**config.mk**
```make
export PLATFORM = sky130hd
export DESIGN_NAME = conv_ctrl
export DESIGN_NICKNAME = d
export VERILOG_FILES = /design/src/conv_ctrl_pkg.sv /design/src/conv_ctrl.sv
export SDC_FILE = /design/constraint.sdc
export NUM_CORES = 1
export LEC_CHECK = 0
export BUFFER_PORTS_ARGS = -buffer_cell sky130_fd_sc_hd__buf_2
export CAP_MARGIN = 30
export CORE_ASPECT_RATIO = 1.25
export CORE_MARGIN = 10
export CORE_UTILIZATION = 57
export DETAILED_ROUTE_END_ITERATION = 10
export PLACE_DENSITY = 0.82
export SETUP_SLACK_MARGIN = 0.02
export SYNTH_ARGS = -nofsm -noshare
export SYNTH_HDL_FRONTEND = slang
export SYNTH_SLANG_ARGS = --single-unit
```
**constraint.sdc**
```tcl
create_clock -name i_clk -period 7.3 [get_ports i_clk]
set_input_delay 1.825 -clock i_clk [delete_from_list [all_inputs] [get_ports i_clk]]
set_output_delay 1.825 -clock i_clk [all_outputs]
set_load 0.02 [all_outputs]
```
**src/conv_ctrl_pkg.sv**
```systemverilog
package conv_ctrl_pkg;

    typedef struct packed {
        logic       rsvd_hi;
        logic       out_en;
        logic [1:0] in_mode;
        logic       rsvd_lo;
        logic       auto_inc;
        logic [1:0] channel;
    } ctrl_byte_t;

    typedef struct packed {
        logic [2:0] addr;
        logic       wr;
        logic       rd;
        logic [7:0] wdata;
    } reg_req_t;

    localparam logic [7:0] CTRL_RST      = 8'h00;
    localparam logic [7:0] DAC_RST       = 8'h00;
    localparam logic [7:0] ADC_RST       = 8'h80;
    localparam logic [7:0] SAR_MSB       = 8'h80;
    localparam logic [3:0] ADDR_FIXED    = 4'h9;
    localparam logic [3:0] BITS_PER_BYTE = 4'h8;

    localparam logic [2:0] OFS_CTRL   = 3'h0;
    localparam logic [2:0] OFS_DAC    = 3'h1;
    localparam logic [2:0] OFS_ADC    = 3'h2;
    localparam logic [2:0] OFS_STATUS = 3'h3;
    localparam logic [2:0] OFS_DIV    = 3'h4;

    localparam logic [7:0] DIV_RST = 8'h04;
    localparam logic [2:0] SETTLE_CYC = 3'h4;
    localparam int unsigned CLK_MHZ = 250;
endpackage

```
**src/conv_ctrl.sv**
```systemverilog
// The implementer's own choices: the strobed register port and the register addresses.
`timescale 1ns/100ps
module conv_ctrl
    import conv_ctrl_pkg::*;
(
    input  wire logic         i_clk,
    input  wire logic         i_rst,
    input  wire logic         i_scl,
    input  wire logic         i_sda,
    output logic              o_sda,
    output logic              o_sda_oe_n,
    input  wire logic [2:0]   i_hw_addr,
    input  wire logic         i_comp,
    input  wire logic         i_clock_source_select,
    input  wire logic         i_clock_pin_io,
    output logic              o_clock_pin_io,
    output logic              o_clock_pin_io_oe_n,
    output logic [255:0]      o_tap_sel,
    output logic              o_buf_en,
    output logic              o_hold,
    output logic              o_sample,
    output logic [1:0]        o_channel,
    output logic [1:0]        o_in_mode,
    input  wire reg_req_t     i_req,
    output logic [7:0]        o_rdata
);

    typedef enum logic [2:0] {
        S_IDLE = 3'b000,
        S_ADDR = 3'b001,
        S_AACK = 3'b010,
        S_WR   = 3'b011,
        S_WACK = 3'b100,
        S_RD   = 3'b101,
        S_RACK = 3'b110
    } bus_st_t;

    typedef enum logic [1:0] {
        C_IDLE  = 2'b00,
        C_TRIAL = 2'b01,
        C_DONE  = 2'b10
    } conv_st_t;

    // Highest channel per input mode
    function automatic logic [1:0] top_ch(input logic [1:0] m);
        top_ch = (m == 2'd0) ? 2'd3 : (m == 2'd3) ? 2'd1 : 2'd2;
    endfunction

    function automatic logic [1:0] clamp_ch(input logic [1:0] c,
                                           input logic [1:0] m);
        clamp_ch = (c > top_ch(m)) ? top_ch(m) : c;
    endfunction

    function automatic logic is_diff(input logic [1:0] c,
                                     input logic [1:0] m);
        is_diff = (m == 2'd1) || (m == 2'd3) ||
                  ((m == 2'd2) && (c == 2'd2));
    endfunction

    // Input synchronisers
    logic [1:0] scl_s_q;
    logic [1:0] sda_s_q;
    logic [1:0] comp_s_q;
    logic [1:0] ext_s_q;
    logic [1:0] cpin_s_q;
    logic [2:0] hwa_m_q;
    logic [2:0] hwa_q;
    logic       scl_p_q;
    logic       sda_p_q;
    logic       cpin_p_q;

    always_ff @(posedge i_clk)
    begin
        if (i_rst)
        begin
            scl_s_q  <= 2'b11;
            sda_s_q  <= 2'b11;
            comp_s_q <= 2'b00;
            ext_s_q  <= 2'b00;
            cpin_s_q <= 2'b00;
            hwa_m_q  <= 3'h0;
            hwa_q    <= 3'h0;
            scl_p_q  <= 1'b1;
            sda_p_q  <= 1'b1;
            cpin_p_q <= 1'b0;
        end
        else
        begin
            scl_s_q  <= {scl_s_q[0], i_scl};
            sda_s_q  <= {sda_s_q[0], i_sda};
            comp_s_q <= {comp_s_q[0], i_comp};
            ext_s_q  <= {ext_s_q[0], i_clock_source_select};
            cpin_s_q <= {cpin_s_q[0], i_clock_pin_io};
            hwa_m_q  <= i_hw_addr;
            hwa_q    <= hwa_m_q;
            scl_p_q  <= scl_s_q[1];
            sda_p_q  <= sda_s_q[1];
            cpin_p_q <= cpin_s_q[1];
        end
    end

    logic scl;
    logic sda;
    logic scl_rise;
    logic scl_fall;
    logic start_c;
    logic stop_c;
    assign scl      = scl_s_q[1];
    assign sda      = sda_s_q[1];
    assign scl_rise = scl & ~scl_p_q;
    assign scl_fall = ~scl & scl_p_q;
    assign start_c  = scl & scl_p_q & sda_p_q & ~sda;
    assign stop_c   = scl & scl_p_q & ~sda_p_q & sda;

    // Bus slave
    bus_st_t    st_q;
    logic [3:0] cnt_q;
    logic [7:0] sh_q;
    logic [7:0] tx_q;
    logic       drv_low_q;
    logic       rw_q;
    logic       wr_first_q;
    logic       macked_q;
    logic       trig;
    ctrl_byte_t ctrl_q;
    logic [7:0] dac_q;
    logic [7:0] adc_q;
    logic [1:0] ch_q;
    logic [7:0] div_q;
    conv_st_t   cst_q;
    logic [7:0] sar_q;
    logic [7:0] bit_q;
    logic       tick;
    logic       osc_q;
    logic       osc_rise;

    assign trig = scl_fall &
                  (((st_q == S_AACK) & rw_q) |
                   ((st_q == S_RACK) & macked_q));

    always_ff @(posedge i_clk)
    begin
        if (i_rst)
        begin
            st_q       <= S_IDLE;
            cnt_q      <= 4'h0;
            sh_q       <= 8'h00;
            tx_q       <= 8'h00;
            drv_low_q  <= 1'b0;
            rw_q       <= 1'b0;
            wr_first_q <= 1'b0;
            macked_q   <= 1'b0;
        end
        else if (start_c)
        begin
            st_q      <= S_ADDR;
            cnt_q     <= 4'h0;
            drv_low_q <= 1'b0;
        end
        else if (stop_c)
        begin
            st_q      <= S_IDLE;
            drv_low_q <= 1'b0;
        end
        else if (scl_rise)
        begin
            unique case (st_q)
                S_ADDR, S_WR:
                begin
                    sh_q  <= {sh_q[6:0], sda};
                    cnt_q <= cnt_q + 4'h1;
                end
                S_RD:
                    cnt_q <= cnt_q + 4'h1;
                S_RACK:
                    macked_q <= ~sda;
                default:
                    cnt_q <= cnt_q;
            endcase
        end
        else if (scl_fall)
        begin
            unique case (st_q)
                S_ADDR:
                    if (cnt_q == BITS_PER_BYTE)
                    begin
                        if (sh_q[7:1] == {ADDR_FIXED, hwa_q})
                        begin
                            st_q      <= S_AACK;
                            drv_low_q <= 1'b1;
                            rw_q      <= sh_q[0];
                        end
                        else
                            st_q <= S_IDLE;
                    end
                S_AACK:
                begin
                    cnt_q <= 4'h0;
                    if (rw_q)
                    begin
                        st_q      <= S_RD;
                        tx_q      <= {adc_q[6:0], 1'b1};
                        drv_low_q <= ~adc_q[7];
                    end
                    else
                    begin
                        st_q       <= S_WR;
                        wr_first_q <= 1'b1;
                        drv_low_q  <= 1'b0;
                    end
                end
                S_WR:
                    if (cnt_q == BITS_PER_BYTE)
                    begin
                        st_q      <= S_WACK;
                        drv_low_q <= 1'b1;
                    end
                S_WACK:
                begin
                    st_q       <= S_WR;
                    cnt_q      <= 4'h0;
                    wr_first_q <= 1'b0;
                    drv_low_q  <= 1'b0;
                end
                S_RD:
                    if (cnt_q == BITS_PER_BYTE)
                    begin
                        st_q      <= S_RACK;
                        drv_low_q <= 1'b0;
                    end
                    else
                    begin
                        drv_low_q <= ~tx_q[7];
                        tx_q      <= {tx_q[6:0], 1'b1};
                    end
                S_RACK:
                begin
                    cnt_q <= 4'h0;
                    if (macked_q)
                    begin
                        st_q      <= S_RD;
                        tx_q      <= {adc_q[6:0], 1'b1};
                        drv_low_q <= ~adc_q[7];
                    end
                    else
                        st_q <= S_IDLE;
                end
                default:
                    st_q <= S_IDLE;
            endcase
        end
    end

    assign o_sda      = 1'b0;
    assign o_sda_oe_n = ~drv_low_q;

    // Control and DAC code from write bytes
    always_ff @(posedge i_clk)
    begin
        if (i_rst)
        begin
            ctrl_q <= ctrl_byte_t'(CTRL_RST);
            dac_q  <= DAC_RST;
        end
        else if (scl_fall && st_q == S_WR && cnt_q == BITS_PER_BYTE)
        begin
            if (wr_first_q)
                ctrl_q <= ctrl_byte_t'(sh_q);
            else
                dac_q <= sh_q;
        end
    end

    // Conversion clock source
    logic [7:0] dcnt_q;
    logic       osc_run;
    assign osc_run  = ctrl_q.out_en | (cst_q != C_IDLE);

    always_ff @(posedge i_clk)
    begin
        if (i_rst || !osc_run)
        begin
            dcnt_q <= 8'h00;
            osc_q  <= 1'b0;
        end
        else if (dcnt_q >= div_q)
        begin
            dcnt_q <= 8'h00;
            osc_q  <= ~osc_q;
        end
        else
            dcnt_q <= dcnt_q + 8'h01;
    end

    assign osc_rise = osc_run && dcnt_q >= div_q && !osc_q;
    assign tick     = ext_s_q[1] ? (cpin_s_q[1] & ~cpin_p_q)
                                 : osc_rise;
    assign o_clock_pin_io      = osc_q;
    assign o_clock_pin_io_oe_n = ext_s_q[1];

    // Successive approximation
    logic [1:0] chsel;
    logic [2:0] settle_q;
    logic       tick_ok;
    assign chsel = clamp_ch(ch_q, ctrl_q.in_mode);
    // Comparator sees a new trial only after tap and synchroniser
    assign tick_ok = tick && (settle_q == SETTLE_CYC);

    always_ff @(posedge i_clk)
    begin
        if (i_rst)
        begin
            cst_q <= C_IDLE;
            sar_q <= 8'h00;
            bit_q <= 8'h00;
            adc_q <= ADC_RST;
            ch_q  <= 2'd0;
            settle_q <= 3'h0;
        end
        else
        begin
            if (settle_q != SETTLE_CYC)
                settle_q <= settle_q + 3'h1;
            if (scl_fall && st_q == S_WR && cnt_q == BITS_PER_BYTE
                && wr_first_q)
                ch_q <= sh_q[1:0];
            unique case (cst_q)
                C_IDLE:
                    if (trig)
                    begin
                        cst_q <= C_TRIAL;
                        sar_q <= SAR_MSB;
                        bit_q <= SAR_MSB;
                        settle_q <= 3'h0;
                    end
                C_TRIAL:
                    if (tick_ok)
                    begin
                        settle_q <= 3'h0;
                        // Keep bit when input above trial level
                        sar_q <= (comp_s_q[1] ? sar_q : sar_q & ~bit_q)
                                 | (bit_q >> 1);
                        bit_q <= bit_q >> 1;
                        if (bit_q == 8'h01)
                            cst_q <= C_DONE;
                    end
                C_DONE:
                begin
                    cst_q <= C_IDLE;
                    adc_q <= is_diff(chsel, ctrl_q.in_mode)
                             ? sar_q ^ SAR_MSB : sar_q;
                    if (ctrl_q.auto_inc)
                        ch_q <= (chsel == top_ch(ctrl_q.in_mode))
                                ? 2'd0 : chsel + 2'd1;
                    else
                        ch_q <= chsel;
                end
                default:
                    cst_q <= C_IDLE;
            endcase
        end
    end

    // DAC tap decode, shared with conversion
    logic [7:0] tap_code;
    assign tap_code = (cst_q == C_IDLE) ? dac_q : sar_q;

    always_ff @(posedge i_clk)
    begin
        if (i_rst)
            o_tap_sel <= '0;
        else
            o_tap_sel <= 256'(1) << tap_code;
    end

    assign o_hold    = cst_q != C_IDLE;
    assign o_sample  = trig;
    assign o_buf_en  = ctrl_q.out_en;
    assign o_channel = chsel;
    assign o_in_mode = ctrl_q.in_mode;

    // Register port
    always_ff @(posedge i_clk)
    begin
        if (i_rst)
            div_q <= DIV_RST;
        else if (i_req.wr && i_req.addr == OFS_DIV)
            div_q <= i_req.wdata;
    end

    always_ff @(posedge i_clk)
    begin
        if (i_rst)
            o_rdata <= 8'h00;
        else if (i_req.rd)
        begin
            unique case (i_req.addr)
                OFS_CTRL:   o_rdata <= ctrl_q;
                OFS_DAC:    o_rdata <= dac_q;
                OFS_ADC:    o_rdata <= adc_q;
                OFS_STATUS: o_rdata <= {4'h0, st_q == S_IDLE,
                                        o_hold, chsel};
                OFS_DIV:    o_rdata <= div_q;
                default:    o_rdata <= 8'h00;
            endcase
        end
        else
            o_rdata <= 8'h00;
    end
endmodule

```
* Word-level counts from Yosys, hierarchy flattened
Cells that the tools add are included. Widths: inputs -> output; s select.
Word-level totals: register bits 374, bits of input ports 23, output and inout port bits 275, word-level logic and storage cells 212
Cells by class: add/sub/neg operators 4, magnitude comparators 2, equality and inequality tests 38, shift-type cells 1, multiplexer cells 53, bitwise logic cells 31, reduce and logical (&&, ||, !) cells 46
Operator list (number):
- $shl 1x8->256 const A | 1
- $mux 8 | 9
- $pmux 8 s5 | 1
- $pmux 8 s2 | 2
- $mux 3 | 8
- $pmux 8 s3 | 1
- $mux 2 | 11
- $ne 2x2->1 const B | 11
- $pmux 3 s6 | 1
- $mux 4 | 4
- $eq 3x3->1 const B | 5
- $not 1->1 | 15
- $reduce_and 7->1 | 2
- $eq 3x2->1 const B | 4
- $mux 1 | 12
- $reduce_and 4->1 | 3
- $reduce_bool 2->1 | 6
- $and 1x1->1 | 11
- $reduce_and 5->1 | 2
- $reduce_or 3->1 | 3
- $add 8x1->8 const B | 1
- $and 8x8->8 | 1
- $eq 2x2->1 const B | 4
- $eq 8x1->1 const B | 1
- other kinds (34) | 56

* Depth between registers and ports, before layout
Gate-level depths: netlist (run 1).
word-level depth 9, depth in mapped cells 11, gate-level depth less buffers 11

* Worst setup path before layout (run 1)
OpenSTA, ideal clock, no wires.
path kind register to output, start point register ctrl_q (netlist bit o_in_mode[0]), end point output o_channel[0], arrival time 1718 ps, required time 5475 ps, path slack 3757 ps, stages on the path, launching flop included 8, path buffers 0, cells stage by stage dfxtp_1 -> inv_1 -> ha_1 -> ha_1 -> nand2_1 -> o21ai_1 -> mux2i_1 -> inv_1
Between the ends: cells in the longest elaborated chain, start to end 5, elaborated cells on any way between the ends 6, those cells by class order compare: 1; eq/ne: 1; mux: 3; reduce/logical: 1
RTL lines:
- from (decl) | line conv_ctrl.sv:125 | ctrl_byte_t ctrl_q;
- from (signal assigned) | line conv_ctrl.sv:262 | ctrl_q <= ctrl_byte_t'(CTRL_RST);
- from (signal assigned) | line conv_ctrl.sv:268 | ctrl_q <= ctrl_byte_t'(sh_q);
- $eq 2x2->1 | line conv_ctrl.sv:46 | top_ch = (m == 2'd0) ? 2'd3 : (m == 2'd3) ? 2'd1 : 2'd2;
- $mux 2 | line conv_ctrl.sv:46
- $mux 2 (*) | line conv_ctrl.sv:46
- $gt 2x2->1 | line conv_ctrl.sv:51 | clamp_ch = (c > top_ch(m)) ? top_ch(m) : c;
- $mux 2 (*) | line conv_ctrl.sv:51
- to (decl) | line conv_ctrl.sv:22 | output logic [1:0] o_channel,
Every way passes the cells marked *; elsewhere a longest branch is shown, timed or not.

* Worst setup path after layout (run 1)
Ends and elaborated chain as after synthesis.

==> impl_metrics.toml, run 1 <==
[outcome]
outcome = "complete, no violations"

[synth]
flops_latches_synth = 374
synth_largest_area_cell = "sky130_fd_sc_hd__dfxtp_1"
yosysTopAreaCellShare_pct = 59.6
synthMuxAreaShare_pct = 4.14
ys.flop_type = "sky130_fd_sc_hd__dfxtp_1"
synth_cells = 1271
synth_common_cells = "374 x sky130_fd_sc_hd__dfxtp_1, 328 x sky130_fd_sc_hd__nor2_1, 86 x sky130_fd_sc_hd__nand2_1"
synth_xor_area_share_pct = 0.976
synth_most_common_cell = "sky130_fd_sc_hd__dfxtp_1"
postSynthAreaPerCell_um2 = 9.88
synth_top_family_by_area = "simple AND/OR/NAND/NOR gates"
post_synthesis_simple_gate_area_fraction_pct = 20.6
netlist_top_cells_area = "sky130_fd_sc_hd__dfxtp_1 60%, sky130_fd_sc_hd__nor2_1 9.8%, sky130_fd_sc_hd__mux2i_1 3.4%"
post_synth_instance_area_um2 = 12600
synth-warning-count = 0
post_synth_fa_ha_maj_area_fraction_pct = 2.59
synth_cell_types = 77
synth-edff-count = 0
syn-num-nets = 1320
async_flop_share_pct = 0
synth-seq-area-share_pct = 59.6
synth-compound-area-share_pct = 7.88

[worst_setup_path]
critical_path_arrival_ps = 2490
r2r_slack_ps = 4480
cp_slowest_stage_delay_ps = 450
timing.critical_path.cells = "ha_1 > inv_1 > ha_1 > nor2b_1 > o21ai_1 > mux2i_1 > inv_1 > buf_2"
slowest_stage = "sky130_fd_sc_hd__dfxtp_1"
startpoint_type_of_the_worst_setup_path = "register"
crit_path_end_kind = "primary output"
ff2ff_path_depth = 6
rr_startpoint = "cst_q[1]"
critPathKind = "register to primary output"
worst_r2r_endpoint = "o_tap_sel[219]"
timing.critical_path.required_ps = 5480
crit_fanout = 7

[worst_hold_path]
hold_path_class = "register to register"
worst_hold_startpoint = "scl_s_q[0]"
whs_endpoint = "scl_s_q[1]"
holdPathStages = 1

[global_route]
vias_in_the_first_global_route = 9854
grt_use_total_pct = 24.3
grt_max_degree = 55
antenna_found_initial = 0
globalRoute.totalOverflow = 0
wire_length_of_the_first_global_routing_pass_um = 55700

[routing]
wirelength_um = 36400
vias_per_cell = 5.43
initial_drt_markers = 564
detail_route.drc_violations = 0
ant_nets = 0
post_drt_wl_per_cell_um = 19.8
via_count = 9992
drt_pre_antenna_iters = 6

[floorplan]
floorplan.die_area_um2 = 28400
initial_utilization_pct = 58.1
die_height_um = 186
io_pins = 298
std_cell_rows = 60
die_w_um = 153
core_area_um2 = 21600

[timing]
fmax_mhz = 232
totalNegativeSetupSlack_ps = 0
timing.max_slew.rel_slack_pct = 42.4
tmin_final_ps = 4320
max_slew.worst_pin.slew_ps = 861
setup_failing_eps_final = 0
clock_skew_ps = 20.0
grt_setup_unrepaired = "false"
finalHoldWorstSlack_ps = 409
min_period_over_period_pct = 59.2
final_slew_violations = 0
hold_vio_cnt_final = 0

[placed_design]
placed_cells_incl_taps = 1775
placed_area_um2 = 14000
place.detailed.hpwl_um = 25900
buffers_added_on_ports = 296
gp_routability_congestion = 0.876

[power_and_ir_drop]
switching_portion_of_total_power_pct = 20.0
power.static_leakage_nw = 6.72
netSwitchingPower_w = 0.000809
seq_power_share_pct = 50.8
ir_worst_vdd_mv = 0.194
power.share.clock_pct = 47.6
combinationalPowerShare_pct = 1.6
pwr_density_cell_nw_per_um2 = 265
p_int_w = 0.00323

[finish]
diodes_inserted = 0
design.final.nets = 1582
layout-drive-gt1-share_pct = 25.6
multiInputGateArea_um2 = 4560
stdcell_area_um2 = 15200
syn_to_final_growth_pct = 21.3
seq_area_um2 = 7490
fillerInstances = 1567
cell_count_final_fillers_out = 1839

[cts]
cts-root-buf = "sky130_fd_sc_hd__clkbuf_16"
tritoncts_num_sinks = 374
cts-resized-gates = 0
cts-hold-fix-buffers = 0
number_of_buffers_created_by_cts = 35
cts_post_setup_buffers_inserted = 0
cts-root-to-sink-buffers = 3
cts_tree = "done"
clkTransAtPathRegs_ps = 60
clock_tree.htree_level_count = 2
clkLatencyLatePin_ps = 520

[job]
timing.max_cap.violations = 0
final cells by class:
class	instances	share of cell area, %
clock buffer	50	6.72
clock inverter	14	1.40
timing repair buffer	298	9.82
inverter	30	0.739
sequential	374	49.1
tap	279	2.29
multi-input combinational	794	29.9
cell families after synthesis:
logic type | count (synthesis)
XOR/XNOR | 14
AO/OA/AOI/OAI | 140
flip-flops | 374
adder cells (fa/ha/maj) | 26
multiplexers | 49
AND/OR/NAND/NOR | 564
other | 1
buffers and inverters | 103
power by group through the flow:
stage               clock, W  combinational [W]  sequential (W)
finish               0.00193          0.0000633         0.00205
floorplan                  0          0.0000470         0.00210
detailed placement         0          0.0000628         0.00210
global route         0.00203          0.0000704         0.00205
CTS                  0.00194          0.0000631         0.00205
global placement           0          0.0000612         0.00210
worst max path at each step:
stage | startpoint | end | slack, ps | cells after the start
2_1_floorplan | o_in_mode[0] | o_channel[0] | 3760 | 7
3_3_place_gp | o_in_mode[0] | o_channel[0] | 3630 | 8
3_5_place_dp | o_in_mode[0] | o_channel[0] | 3520 | 8
4_1_cts | o_in_mode[0] | o_channel[0] | 2970 | 8
5_1_grt | o_in_mode[1] | o_channel[0] | 2780 | 8
6_report | o_in_mode[0] | o_channel[0] | 2980 | 8
routing by layer:
metal,vias up,part of all wire [%],global-route usage (%)
met5,-,0,0
met4,0,3.3,8.94
met3,74,8.0,5.80
met2,451,51,44.1
met1,4783,38,27.1
li1,4684,-,-
worst max-delay path, delay by kind of cell, from the launching register on:
family                     cells  cell delay [ps]
AOI/OAI and AO/OA              1              190
and+or+nand+nor                1              140
DFF                            1              450
adders and majority gates      2              510
buffers and inverters          3              300
muxes                          1              390
per-stage QoR:
| stage | setup WS (ps) | power [W] | util, % |
|---|---|---|---|
| 6_report | 2980 | 0.00404 | 70.5 |
| 3_3_place_gp | 3630 | 0.00216 | 64.8 |
| 3_5_place_dp | 3520 | 0.00216 | 64.8 |
| 2_1_floorplan | 3760 | 0.00215 | - |
| 4_1_cts | 2970 | 0.00406 | 70.5 |
| 5_1_grt | 2780 | 0.00415 | 70.5 |
placed cells by master, fill, tap and decap left out, types with 5 or more instances in the layout:
master,count
sky130_fd_sc_hd__ha_1,26
sky130_fd_sc_hd__nand2_1,86
sky130_fd_sc_hd__a31oi_1,6
sky130_fd_sc_hd__dfxtp_1,374
sky130_fd_sc_hd__a311oi_1,7
sky130_fd_sc_hd__xor2_1,10
sky130_fd_sc_hd__a21o_1,7
sky130_fd_sc_hd__a22oi_1,6
sky130_fd_sc_hd__inv_1,29
sky130_fd_sc_hd__nand3_1,29
sky130_fd_sc_hd__and3_1,8
sky130_fd_sc_hd__clkbuf_16,36
sky130_fd_sc_hd__nand3b_1,14
sky130_fd_sc_hd__nand2b_1,19
sky130_fd_sc_hd__clkinv_2,6
sky130_fd_sc_hd__mux2i_1,43
sky130_fd_sc_hd__o21bai_1,5
sky130_fd_sc_hd__nor2_1,328
sky130_fd_sc_hd__nor3_1,6
sky130_fd_sc_hd__clkbuf_8,7
sky130_fd_sc_hd__bufinv_16,5
sky130_fd_sc_hd__o31a_1,5
sky130_fd_sc_hd__nor2b_1,25
sky130_fd_sc_hd__o21ai_0,15
sky130_fd_sc_hd__or2_2,6
sky130_fd_sc_hd__clkbuf_1,7
sky130_fd_sc_hd__buf_2,296
sky130_fd_sc_hd__a211oi_1,8
sky130_fd_sc_hd__a21oi_1,44
sky130_fd_sc_hd__nand2_4,7
flip-flops by register name, summed over array words and instances, names as in the netlist, 2 cells and up:
register / cells
st_q: 3
sar_q: 8
bit_q: 8
o_rdata: 8
dac_q: 8
tx_q: 8
hwa_m_q: 3
o_in_mode: 2
ctrl_q: 5
adc_q: 8
o_tap_sel: 256
sh_q: 8
ext_s_q: 2
scl_s_q: 2
cnt_q: 4
settle_q: 3
cpin_s_q: 2
comp_s_q: 2
div_q: 8
cst_q: 2
sda_s_q: 2
dcnt_q: 8
hwa_q: 3
ch_q: 2
(Power assumes the default switching activity.)
==> run 2, diff against run 1 <==
CORE_UTILIZATION = 53   (was 57)
PLACE_DENSITY = 0.77   (was 0.82)
clock period = 4 ns   (was 7.3 ns; I/O delays follow)
==> run 2 against run 1 <==
Against the previous run:
- clock power rose by 62%
- die area rose by 6.6%
- largest power group unchanged
- first-iteration DRC count rose by 3.0%
- largest cell class unchanged
- critical path type unchanged
- setup slack got worse by 2400 ps
- cell count rose by 0.27%
==> impl_metrics.toml, run 2 (synthesized netlist as in run 1, its figures left out) <==
[outcome]
outcome = "complete, no violations"

[worst_hold_path]
holdPathStages = 1
whs_endpoint = "sda_s_q[1]"
hold_path_class = "register to register"
worst_hold_startpoint = "sda_s_q[0]"

[finish]
final_cell_mix = "374 x sky130_fd_sc_hd__dfxtp_1, 328 x sky130_fd_sc_hd__nor2_1, 296 x sky130_fd_sc_hd__buf_2"
syn_to_final_growth_pct = 20.2
layout.cells.most_common = "sky130_fd_sc_hd__dfxtp_1"
largest_reg_flops = 256
design.final.nets = 1583
layout-drive-gt1-share_pct = 25.5
max_flop_register = "o_tap_sel"

[cts]
cts-hold-fix-buffers = 0
clock_tree.htree_level_count = 2
tritoncts_num_sinks = 374
clkLatencyLatePin_ps = 510
cts_post_setup_buffers_inserted = 0
cts-resized-gates = 0
cts-root-to-sink-buffers = 3
cts-root-buf = "sky130_fd_sc_hd__clkbuf_16"
number_of_buffers_created_by_cts = 35
clkTransAtPathRegs_ps = 60
cts_tree = "done"

[floorplan]
std_cell_rows = 62
io_pins = 298
die_height_um = 192
floorplan.die_area_um2 = 30300
core_area_um2 = 23200
initial_utilization_pct = 54.2
die_w_um = 158

[timing]
timing.final.ws_setup_ps = 571
final_slew_violations = 0
max_slew.worst_pin.slew_ps = 909
min_period_over_period_pct = 85.7
clock_skew_ps = 15.5
grt_setup_unrepaired = "false"
hold_vio_cnt_final = 0
fmax_mhz = 292
setup_failing_eps_final = 0
timing.max_slew.rel_slack_pct = 39.2
totalNegativeSetupSlack_ps = 0
tmin_final_ps = 3430

[routing]
post_drt_wl_per_cell_um = 19.4
wirelength_um = 35800
detail_route.drc_violations = 0
initial_drt_markers = 581
via_count = 9707
vias_per_cell = 5.26
ant_nets = 0
drt_pre_antenna_iters = 5

[job]
timing.max_cap.violations = 0

[worst_setup_path]
rr_startpoint = "cst_q[1]"
worst_r2r_endpoint = "o_tap_sel[79]"
r2r_slack_ps = 1230
ff2ff_path_depth = 5
critical_path_arrival_ps = 2430
worst_path_dominant_cell_family = "adder cells"
crit_path_end_kind = "primary output"
timing.critical_path.cells = "inv_1 > ha_1 > ha_1 > nand2_1 > o21ai_1 > mux2i_1 > inv_1 > buf_2"
cp_slowest_stage_delay_ps = 440
slowest_stage = "sky130_fd_sc_hd__dfxtp_1"
timing.critical_path.required_ps = 3000
crit_fanout = 7
startpoint_type_of_the_worst_setup_path = "register"
critPathBufInv = 3
critPathKind = "register to primary output"

[placed_design]
gp_routability_congestion = 0.859
dp_worst_setup_slack_ps = 1110
buffers_added_on_ports = 296
place.detailed.hpwl_um = 25800

[power_and_ir_drop]
seq_power_share_pct = 53.7
power.static_leakage_nw = 6.65
power.share.clock_pct = 44.6
switching_portion_of_total_power_pct = 20.8
p_int_w = 0.00553
ir_worst_vdd_mv = 0.326
pwr_density_cell_nw_per_um2 = 463
netSwitchingPower_w = 0.00145
combinationalPowerShare_pct = 1.7

[global_route]
vias_in_the_first_global_route = 9491
wire_length_of_the_first_global_routing_pass_um = 53500
globalRoute.totalOverflow = 0
grt_max_degree = 50
grt_use_total_pct = 22.4
antenna_found_initial = 2
## run 2: worst max-delay path by stage
stage	start	end	slack (ps)	cells after the start
6_report	o_in_mode[0]	o_channel[0]	570	8
5_1_grt	o_in_mode[0]	o_channel[0]	310	8
4_1_cts	o_in_mode[0]	o_channel[0]	560	8
3_5_place_dp	o_in_mode[0]	o_channel[0]	1110	8
3_3_place_gp	o_in_mode[1]	o_channel[0]	1150	8
2_1_floorplan	o_in_mode[0]	o_channel[0]	1280	7
## run 2: layout make-up
cell class	count	area (µm²)
antenna	1	2.50
clock buffer	46	988
clock inverter	12	87.6
fill	1843	8100
inverter	30	113
multi-input combinational	794	4560
sequential	374	7490
tap	288	360
timing repair buffer	299	1500
## run 2: through the flow
step           power, W  hold slack (ps)  util (%)  instances  cell area (µm²)
2_1_floorplan   0.00392              389         -       1271            12600
3_3_place_gp    0.00395              395      60.4       1785            14000
3_5_place_dp    0.00395              394      60.4       1785            14000
4_1_cts         0.00701              408      65.1       1843            15100
5_1_grt         0.00718              422      65.1       1844            15100
6_report        0.00698              407      65.1       1844            15100
## run 2: power by group through the flow
stage                     combinational, W  sequential (W)  clock, W
final                             0.000116         0.00375   0.00312
after global routing              0.000130         0.00375   0.00330
after CTS                         0.000117         0.00375   0.00314
after detailed placement          0.000116         0.00383         0
after global placement            0.000114         0.00383         0
after floorplan                  0.0000857         0.00383         0
## run 2: per-layer routing
| metal | share of wire, % | up-vias | GRT usage [%] |
|---|---|---|---|
| met5 | 0.036 | - | 0 |
| met4 | 3.4 | 2 | 9.08 |
| met3 | 8.1 | 74 | 5.51 |
| met2 | 50 | 374 | 39.7 |
| met1 | 39 | 4571 | 25.1 |
| li1 | - | 4686 | - |
## run 2: worst register-to-register path, delay by kind of cell, from the launching register on
family	cells	cell delay, ps
AND/OR/NAND/NOR	4	1630
flip-flops	1	810
multiplexers	1	270
